$ cat config.mk
export PLATFORM = sky130hd
export DESIGN_NAME = afe_ctrl_regs
export DESIGN_NICKNAME = d
export VERILOG_FILES = /design/src/afe_amp_switch.v /design/src/afe_ctrl_regs.v
export VERILOG_INCLUDE_DIRS = /design/src
export SDC_FILE = /design/constraint.sdc
export NUM_CORES = 1
export LEC_CHECK = 0
export ABC_CLOCK_PERIOD_IN_PS = 2600
export BUFFER_PORTS_ARGS = -buffer_cell sky130_fd_sc_hd__buf_2
export CELL_PAD_IN_SITES_DETAIL_PLACEMENT = 1
export CELL_PAD_IN_SITES_GLOBAL_PLACEMENT = 1
export CORE_MARGIN = 4
export CORE_UTILIZATION = 40
export DETAILED_ROUTE_END_ITERATION = 8
export PLACE_DENSITY = 0.9
export SYNTH_ARGS = -nofsm -noshare
export SYNTH_HDL_FRONTEND = slang
export SYNTH_HIERARCHICAL = 1
export SYNTH_SLANG_ARGS = --single-unit
export TNS_END_PERCENT = 30
$ cat constraint.sdc
create_clock -name clk -period 2.6 [get_ports clk]
set_input_delay 0.52 -clock clk [delete_from_list [all_inputs] [get_ports clk]]
set_output_delay 0.52 -clock clk [all_outputs]
set_load 0.02 [all_outputs]
$ cat src/afe_consts.vh
// Register map, field positions and reset values of the analog front end bank.
`ifndef AFE_CONSTS_VH
`define AFE_CONSTS_VH

// ----------------------------------------------------------------------------
// Register byte addresses
// ----------------------------------------------------------------------------
`define AFE_ADDR_REF_CTRL   8'h00
`define AFE_ADDR_REF_TRIM   8'h04
`define AFE_ADDR_DAC_MODE   8'h08
`define AFE_ADDR_DAC_LOW    8'h0c
`define AFE_ADDR_DAC_HIGH   8'h10
`define AFE_ADDR_AMP1_CTRL  8'h14
`define AFE_ADDR_AMP2_CTRL  8'h18
`define AFE_ADDR_GAIN_SW    8'h1c
`define AFE_ADDR_DAC_CODE   8'h20

// ----------------------------------------------------------------------------
// Field positions and masks
// ----------------------------------------------------------------------------
`define AFE_REF_EN_BIT      4
`define AFE_REF_CTRL_MASK   8'h13
`define AFE_DAC_MODE_MASK   8'h03
`define AFE_DAC_LOW_MASK    8'hf0
`define AFE_GAIN_SW_MASK    8'h0f
`define AFE_AMP_MODE_BIT    7
`define AFE_AMP_REF_BIT     6
`define AFE_AMP_EN_BIT      5

// ----------------------------------------------------------------------------
// Reset values and encodings
// ----------------------------------------------------------------------------
`define AFE_RST_BYTE        8'h00
`define AFE_DAC_REF_AVDD    2'h2
`define AFE_DAC_REF_FLOAT   2'h3
`define AFE_DAC_OFF_HIZ     2'h0
`define AFE_DAC_OFF_GND     2'h2

`endif

$ cat src/afe_amp_switch.v
// Switch decode for one operational amplifier.
`timescale 1ns/100ps

module afe_amp_switch (
   // Amplifier control bits
   input  wire       amp_cal_mode,
   input  wire       amp_cal_ref_select,
   // Mode switches: first, second, third
   output reg  [2:0] mode_switches
);

   always @* begin
      if (!amp_cal_mode) begin
         mode_switches = 3'h3;
      end else if (!amp_cal_ref_select) begin
         mode_switches = 3'h6;
      end else begin
         mode_switches = 3'h5;
      end
   end

endmodule // afe_amp_switch

$ cat src/afe_ctrl_regs.v
// APB register bank steering the analog front end.
//
// How it works
// - Reference control bit 4 enables the reference generator, reset low.
// - Reference select 00/01 internal, 10 analog supply, 11 floating.
// - Eight-bit trim register, reset zero, drives reference fine tune.
// - DAC mode 00 off high-Z, 01/11 on, 10 off grounded.
// - DAC code is high byte then low register bits 7 to 4.
// - Unimplemented bits ignore writes and read back zero.
// - Amplifier control bit 7 selects offset calibration mode, reset low.
// - Bit 6 picks calibration reference; calibration only when set.
// - Bit 5 enables the amplifier, reset low.
// - Bits 4 to 0 are the five-bit offset trim, reset zero.
// - Switch decode per amplifier follows mode and reference bits.
// - Gain switch bit 3 ties the ground-return pin to ground.
// - Gain switch bits 2 to 0 join sense pins to output.
`timescale 1ns/100ps
`include "afe_consts.vh"

module afe_ctrl_regs (
   // Clock and reset
   input  wire        clk,
   input  wire        rst_n,
   // APB slave
   input  wire        psel,
   input  wire        penable,
   input  wire        pwrite,
   input  wire [7:0]  paddr,
   input  wire [31:0] pwdata,
   output wire        pready,
   output reg  [31:0] prdata,
   output wire        pslverr,
   // Reference generator
   output wire        ref_gen_enable,
   output wire [7:0]  ref_trim,
   output wire [1:0]  dac_ref_select,
   output wire        dac_ref_internal,
   output wire        dac_ref_avdd,
   // DAC
   output wire [1:0]  dac_output_mode,
   output wire        dac_enable,
   output wire        dac_out_ground,
   output wire        dac_out_hiz,
   output wire [11:0] dac_code,
   // Amplifier one
   output wire        amp1_enable,
   output wire        amp1_cal_active,
   output wire [4:0]  amp1_offset_trim,
   output wire [2:0]  amp_one_mode_switches,
   // Amplifier two
   output wire        amp2_enable,
   output wire        amp2_cal_active,
   output wire [4:0]  amp2_offset_trim,
   output wire [2:0]  amp_two_mode_switches,
   // Gain switches
   output wire        ground_return_switch,
   output wire        sense2_feedback_switch,
   output wire        sense1_feedback_switch,
   output wire        sense0_feedback_switch
);

   // -------------------------------------------------------------------------
   // Storage
   // -------------------------------------------------------------------------
   reg  [7:0]  ref_ctrl_r;
   reg  [7:0]  ref_trim_r;
   reg  [7:0]  dac_mode_r;
   reg  [7:0]  dac_low_r;
   reg  [7:0]  dac_high_r;
   reg  [7:0]  amp1_ctrl_r;
   reg  [7:0]  amp2_ctrl_r;
   reg  [7:0]  gain_sw_r;
   reg  [11:0] dac_code_r;

   wire        wr_en;
   wire        known;

   function is_mapped;
      input [7:0] a;
      begin
         case (a)
            `AFE_ADDR_REF_CTRL, `AFE_ADDR_REF_TRIM, `AFE_ADDR_DAC_MODE,
            `AFE_ADDR_DAC_LOW, `AFE_ADDR_DAC_HIGH, `AFE_ADDR_AMP1_CTRL,
            `AFE_ADDR_AMP2_CTRL, `AFE_ADDR_GAIN_SW,
            `AFE_ADDR_DAC_CODE: is_mapped = 1'b1;
            default: is_mapped = 1'b0;
         endcase
      end
   endfunction

   // -------------------------------------------------------------------------
   // Bus handshake
   // -------------------------------------------------------------------------
   // Every access completes in its first access cycle; unmapped targets and
   // writes to the read-only code register answer with an error and change nothing.
   assign pready  = 1'b1;
   assign known   = is_mapped(paddr);
   assign pslverr = psel & penable &
                    (~known | (pwrite & (paddr == `AFE_ADDR_DAC_CODE)));
   assign wr_en   = psel & penable & pwrite & ~pslverr;

   // -------------------------------------------------------------------------
   // Register writes
   // -------------------------------------------------------------------------
   always @(posedge clk or negedge rst_n) begin
      if (!rst_n) begin
         ref_ctrl_r  <= `AFE_RST_BYTE;
         ref_trim_r  <= `AFE_RST_BYTE;
         dac_mode_r  <= `AFE_RST_BYTE;
         dac_low_r   <= `AFE_RST_BYTE;
         dac_high_r  <= `AFE_RST_BYTE;
         amp1_ctrl_r <= `AFE_RST_BYTE;
         amp2_ctrl_r <= `AFE_RST_BYTE;
         gain_sw_r   <= `AFE_RST_BYTE;
         dac_code_r  <= 12'h000;
      end else if (wr_en) begin
         case (paddr)
            `AFE_ADDR_REF_CTRL: begin
               ref_ctrl_r <= pwdata[7:0] & `AFE_REF_CTRL_MASK;
            end
            `AFE_ADDR_REF_TRIM: begin
               ref_trim_r <= pwdata[7:0];
            end
            `AFE_ADDR_DAC_MODE: begin
               dac_mode_r <= pwdata[7:0] & `AFE_DAC_MODE_MASK;
            end
            `AFE_ADDR_DAC_LOW: begin
               // Held in the shadow only; the converter sees it later.
               dac_low_r <= pwdata[7:0] & `AFE_DAC_LOW_MASK;
            end
            `AFE_ADDR_DAC_HIGH: begin
               dac_high_r <= pwdata[7:0];
               dac_code_r <= {pwdata[7:0], dac_low_r[7:4]};
            end
            `AFE_ADDR_AMP1_CTRL: begin
               amp1_ctrl_r <= pwdata[7:0];
            end
            `AFE_ADDR_AMP2_CTRL: begin
               amp2_ctrl_r <= pwdata[7:0];
            end
            `AFE_ADDR_GAIN_SW: begin
               gain_sw_r <= pwdata[7:0] & `AFE_GAIN_SW_MASK;
            end
            default: begin
               gain_sw_r <= gain_sw_r;
            end
         endcase
      end
   end

   // -------------------------------------------------------------------------
   // Read data
   // -------------------------------------------------------------------------
   // Read data is registered during the setup cycle so it is stable
   // for the whole access phase.
   always @(posedge clk or negedge rst_n) begin
      if (!rst_n) begin
         prdata <= 32'h0000_0000;
      end else if (psel & ~penable & ~pwrite) begin
         case (paddr)
            `AFE_ADDR_REF_CTRL:  prdata <= {24'h00_0000, ref_ctrl_r};
            `AFE_ADDR_REF_TRIM:  prdata <= {24'h00_0000, ref_trim_r};
            `AFE_ADDR_DAC_MODE:  prdata <= {24'h00_0000, dac_mode_r};
            `AFE_ADDR_DAC_LOW:   prdata <= {24'h00_0000, dac_low_r};
            `AFE_ADDR_DAC_HIGH:  prdata <= {24'h00_0000, dac_high_r};
            `AFE_ADDR_AMP1_CTRL: prdata <= {24'h00_0000, amp1_ctrl_r};
            `AFE_ADDR_AMP2_CTRL: prdata <= {24'h00_0000, amp2_ctrl_r};
            `AFE_ADDR_GAIN_SW:   prdata <= {24'h00_0000, gain_sw_r};
            `AFE_ADDR_DAC_CODE:  prdata <= {20'h0_0000, dac_code_r};
            default:             prdata <= 32'h0000_0000;
         endcase
      end
   end

   // -------------------------------------------------------------------------
   // Reference and DAC controls
   // -------------------------------------------------------------------------
   assign ref_gen_enable   = ref_ctrl_r[`AFE_REF_EN_BIT];
   assign ref_trim         = ref_trim_r;
   assign dac_ref_select   = ref_ctrl_r[1:0];
   assign dac_ref_internal = ~ref_ctrl_r[1];
   assign dac_ref_avdd     = (ref_ctrl_r[1:0] == `AFE_DAC_REF_AVDD);
   assign dac_output_mode  = dac_mode_r[1:0];
   assign dac_enable       = dac_mode_r[0];
   assign dac_out_ground   = (dac_mode_r[1:0] == `AFE_DAC_OFF_GND);
   assign dac_out_hiz      = (dac_mode_r[1:0] == `AFE_DAC_OFF_HIZ);
   assign dac_code         = dac_code_r;

   // -------------------------------------------------------------------------
   // Amplifiers
   // -------------------------------------------------------------------------
   assign amp1_enable      = amp1_ctrl_r[`AFE_AMP_EN_BIT];
   assign amp2_enable      = amp2_ctrl_r[`AFE_AMP_EN_BIT];
   // Calibration only runs against the DAC reference.
   assign amp1_cal_active  = amp1_ctrl_r[`AFE_AMP_MODE_BIT] &
                             amp1_ctrl_r[`AFE_AMP_REF_BIT];
   assign amp2_cal_active  = amp2_ctrl_r[`AFE_AMP_MODE_BIT] &
                             amp2_ctrl_r[`AFE_AMP_REF_BIT];
   assign amp1_offset_trim = amp1_ctrl_r[4:0];
   assign amp2_offset_trim = amp2_ctrl_r[4:0];

   afe_amp_switch u_sw1 (
      .amp_cal_mode       (amp1_ctrl_r[`AFE_AMP_MODE_BIT]),
      .amp_cal_ref_select (amp1_ctrl_r[`AFE_AMP_REF_BIT]),
      .mode_switches      (amp_one_mode_switches)
   );

   afe_amp_switch u_sw2 (
      .amp_cal_mode       (amp2_ctrl_r[`AFE_AMP_MODE_BIT]),
      .amp_cal_ref_select (amp2_ctrl_r[`AFE_AMP_REF_BIT]),
      .mode_switches      (amp_two_mode_switches)
   );

   // -------------------------------------------------------------------------
   // Gain switches
   // -------------------------------------------------------------------------
   assign ground_return_switch   = gain_sw_r[3];
   assign sense2_feedback_switch = gain_sw_r[2];
   assign sense1_feedback_switch = gain_sw_r[1];
   assign sense0_feedback_switch = gain_sw_r[0];

endmodule // afe_ctrl_regs

== Word level (Yosys, flattened, before mapping) ==
Cells that the tools add are included.

* Flip-flop bits (word level): 89
* Input port bits: 45
* Output and inout port bits: 88
* Word-level logic and storage cells: 52

* Eq/ne operators: 10
* Multiplexer cells: 6
* Bitwise logic cells: 15
* Reductions and logical operators: 11

{| class="wikitable"
|+ Operators by type and width
! cell !! count
|-
| 12-bit one-hot mux with 9 select lines || 1
|-
| 8-bit by 5-bit == test with 1-bit output, second input constant || 4
|-
| 8-bit by 4-bit == test with 1-bit output, second input constant || 2
|-
| 2-bit AND reduction || 8
|-
| 1-bit bitwise AND || 9
|-
| 9-bit OR reduction || 1
|-
| 8-bit by 3-bit == test with 1-bit output, second input constant || 1
|-
| 8-bit by 6-bit == test with 1-bit output, second input constant || 1
|-
| 8-bit zero test || 1
|-
| 3-bit 2-to-1 mux || 2
|-
| 1-bit inverter || 5
|-
| 2-bit == test, second input constant || 2
|-
| 2-bit 2-to-1 mux || 2
|-
| 2-bit zero test || 1
|-
| 1-bit 2-to-1 mux || 1
|-
| 1-bit OR || 1
|}

== Logic depth before layout (Yosys ltp) ==
* Depth in word-level cells: 9
* Mapped depth: 7
* Mapped depth without buffers: 5

== Cells and area by module ==
Netlist, hierarchy kept.

{| class="wikitable"
|+ Modules (own cells, without submodules)
! module !! times used !! cells an instance !! area each (µm²) !! sequential area each (µm²)
|-
| afe_ctrl_regs || 1 || 289 || 3331.9 || 1526.5
|-
| afe_amp_switch || 2 || 3 || 17.5 || 0.0
|}

== Least setup slack after synthesis ==
No wires, ideal clock.

* Kind: input -> output
* From: input paddr[4]
* To: output pslverr
* Arrival: 1677 ps
* Required time: 2080 ps
* Setup slack: 403 ps
* Cell stages on the path: 4
* Buffers on the path: 1
* Cells stage by stage: buf_6 > nor4b_4 > nor4b_4 > a211oi_1

* Cells in the longest elaborated chain, start to end: 6
* Elaborated cells between the ends (all ways): 15

{| class="wikitable"
|+ Ends and longest elaborated chain
! item !! line !! text
|-
| start: declaration || afe_ctrl_regs.v:28 || <nowiki>input wire [7:0] paddr,</nowiki>
|-
| 8-bit by 6-bit == test with 1-bit output, or another cell as far along || afe_ctrl_regs.v:81 || <nowiki>case (a)</nowiki>
|-
| 9-bit OR reduction || afe_ctrl_regs.v:81 ||
|-
| 1-bit 2-to-1 mux || afe_ctrl_regs.v:81 ||
|-
| 1-bit inverter || afe_ctrl_regs.v:99 || <nowiki>(~known | (pwrite & (paddr == `AFE_ADDR_DAC_CODE)));</nowiki>
|-
| 1-bit OR * || afe_ctrl_regs.v:99 ||
|-
| 1-bit bitwise AND * || afe_ctrl_regs.v:98 || <nowiki>assign pslverr = psel & penable &</nowiki>
|-
| end: declaration || afe_ctrl_regs.v:32 || <nowiki>output wire pslverr,</nowiki>
|}

Mark *: on every way between the ends. The rest lies on a longest branch, timed or not.

== Worst setup path in the final report ==
Ends and elaborated chain as after synthesis.

==> out/metrics.csv <==
stage;metric;value;unit
status;outcome;finished clean;
floorplanning;ios;133;
placement;port_buffers;87;
cts;clkSinkCount;61;
cts;cts_tree;done;
sta;min_period_over_period;0.801;
cts;htree_levels;3;
floorplanning;dieArea;0.00995;mm²
synth;synth_cell_types;47;
finish;fin_util;0.484;
setup_path;required;2080;ps
drt;dr_wl_met2;4720;µm
synth;synth_common_cells;dfrtp_1, mux2_2, buf_4;
grt;antenna_found_initial;0;
drt;wl_met3;691;µm
synth;ys_warn_count;6;
run;maxCapViolCount;0;
power_and_ir_drop;p_per_area;487;mW/mm²
finish;layout.nets;425;
cts;post_cts_buffers;0;
floorplanning;fp.dieW;99.7;µm
sta;finalSetupTns;0;ps
hold_path;hold_path_class;input port to asynchronous set/reset pin;
cts;numCtsBuffers;9;
drt;drtIter0Drc;216;
drt;drt.antenna.violating_nets;0;
drt;remaining_drc_errors;0;
cts;cts_hold_buf;0;
drt;routedWlPerCell;19.9;µm
drt;wl;9730;µm
synth;synth_area;0.00337;mm²
synth;yosysMostFrequentCell;dfrtp_1;
cts;clk_root_buffer_cell;clkbuf_8;
floorplanning;num_rows;33;
synth;ys_top_cells_by_area;dfrtp_1, mux2_2, buf_4;
placement;hpwl;7370;µm
sta;worst_pin_slew;677;ps
setup_path;critPathKind;input port to output pin;
drt;via_count;2610;
drt;top_layer;met4;
cts;cts_buffer_depth;2;
grt;track_usage;0.202;
finish;final_layout_size_suffix_gt1_frac;0.481;
finish;antennaDiodeCount;0;
grt;grt_pass1_wl;15700;µm
sta;rsz0062_at_grt;false;
synth;synth_flop_cell;dfrtp_1;
finish;fillers;935;
setup_path;endpoint_kind;output pin;
grt;grt_pass1_vias;2823;
synth;synth_cells;295;
drt;wl_met1;4140;µm
setup_path;cp.arrival;1560;ps
finish;synthToLayoutAreaGrowth;18.2;%
sta;max_clock_freq;480;MHz
setup_path;r2r_start;dac_high_r[1]$_DFFE_PN0P_;
placement;gp_congestion;0.870;
sta;timing.slew.headroom;0.549;
synth;ys_seq_elements;61;
synth;seq_area_frac_synth;0.453;
setup_path;path_max_fanout;8;
floorplanning;core_area;0.00822;mm²
drt;drtPass1Iterations;5;
cts;insertion_delay;360;ps
synth;async_flop_share;1.00;
synth;avgSynthCellArea;11.4;µm²
power_and_ir_drop;p_leak;2.10;nW
sta;finalSetupViolations;0;
floorplanning;die_h;99.7;µm
sta;hold_violations;0;
grt;grt_overflow_total;0;
setup_path;startpoint;paddr[4];
setup_path;start_kind;input port;
cts;post_cts_resized;0;
synth;synth_edf_count;0;
synth;yosysTopAreaCell;dfrtp_1;
sta;fin_skew;9.12;ps
sta;fin_crit;2080;ps
sta;finalMaxSlewViolations;0;
grt;grt_max_degree;35;
drt;viasPerCell;5.33;
floorplanning;start_util;0.410;
cts;clk_pin_slew;70;ps
synth;yosys.area.top_type_share;0.453;
power_and_ir_drop;vdd_drop_max;0.241;mV
power_and_ir_drop;total_power;0.00194;W
## power breakdown
part	switching (W)	leakage [nW]	internal, W
combinational	0.000149	1.16	0.0000599
sequential	0.0000121	0.842	0.000963
clock	0.000387	0.0901	0.000369
## sequential cells by signal, indices dropped and copies added (netlist names)
register and flops:
prdata 12, amp1_ctrl_r 8, amp2_ctrl_r 8, dac_high_r 8, ref_trim 8, dac_code 4, dac_low_r 4, gain_sw_r 4
ref_ctrl_r 3, dac_mode_r 2
## cell type report
cell class	count	area, µm²	share of cell area
multi-input cells	204	1590	0.398
inverters	2	7.51	0.00189
well taps	105	131	0.0330
repair buffers	102	561	0.141
clock inverters	4	23.8	0.00597
flip-flops and latches	61	1530	0.384
clock buffers	12	145	0.0365
## final timing paths
check | cells past startpoint | slack, ps | end
min reg2reg | 2 | 460 | prdata[11]$_DFFE_PN0P_
max | 5 | 520 | pslverr
max in group asynchronous | 2 | 1800 | amp1_ctrl_r[2]$_DFFE_PN0P_
max reg2reg | 4 | 1230 | prdata[1]$_DFFE_PN0P_
min | 1 | 180 | prdata[6]$_DFFE_PN0P_
min in group clk | 2 | 450 | amp2_ctrl_r[5]$_DFFE_PN0P_
## layer usage
| layer | GRT usage | vias up |
|---|---|---|
| met5 | 0 | - |
| met1 | 0.267 | 1317 |
| met2 | 0.322 | 103 |
| met3 | 0.0519 | 15 |
| met4 | 0.0683 | 0 |
| li1 | - | 1175 |
## per-stage QoR
stage	cells	worst slack, ps	hold WS (ps)	instance area (µm²)
2_1_floorplan	314	403	224	3440
3_5_place_dp	474	371	455	3810
3_3_place_gp	474	378	449	3810
4_1_cts	490	518	207	3980
6_report	490	517	185	3980
5_1_grt	490	397	250	3980
## critical path, cell delays in order
cell and delay, ps:
buf_2 180, nor4b_4 310, nor4b_4 270, a211oi_1 110
buf_2 170
## cell families (layout without fill, tap and decap cells)
logic type / count (synthesis) / in the layout / synth area share
other: 2 / 21 / 0.00223
muxes: 62 / 62 / 0.212
and+or+nand+nor: 85 / 85 / 0.166
AOI/OAI and AO/OA: 36 / 36 / 0.0695
DFF: 61 / 61 / 0.453
buffers and inverters: 49 / 120 / 0.0970
## layout by cell type (no fill, tap or decap), drive strengths merged, types with 2 or more instances in the layout
master    n
mux2i     8
a311oi    3
nand4     3
nor4b     3
a22o      3
nand2    24
nor3      7
clkbuf   12
and2      3
mux2     53
a22oi     3
clkinv    4
buf     102
a31oi     5
inv       2
o22ai     2
a21oi     4
conb     21
o21ai    12
nand3    13
nand3b    7
nor4      4
nor2     12
dfrtp    61
nand2b    3
No activity file was read; power rests on OpenSTA's default activity.
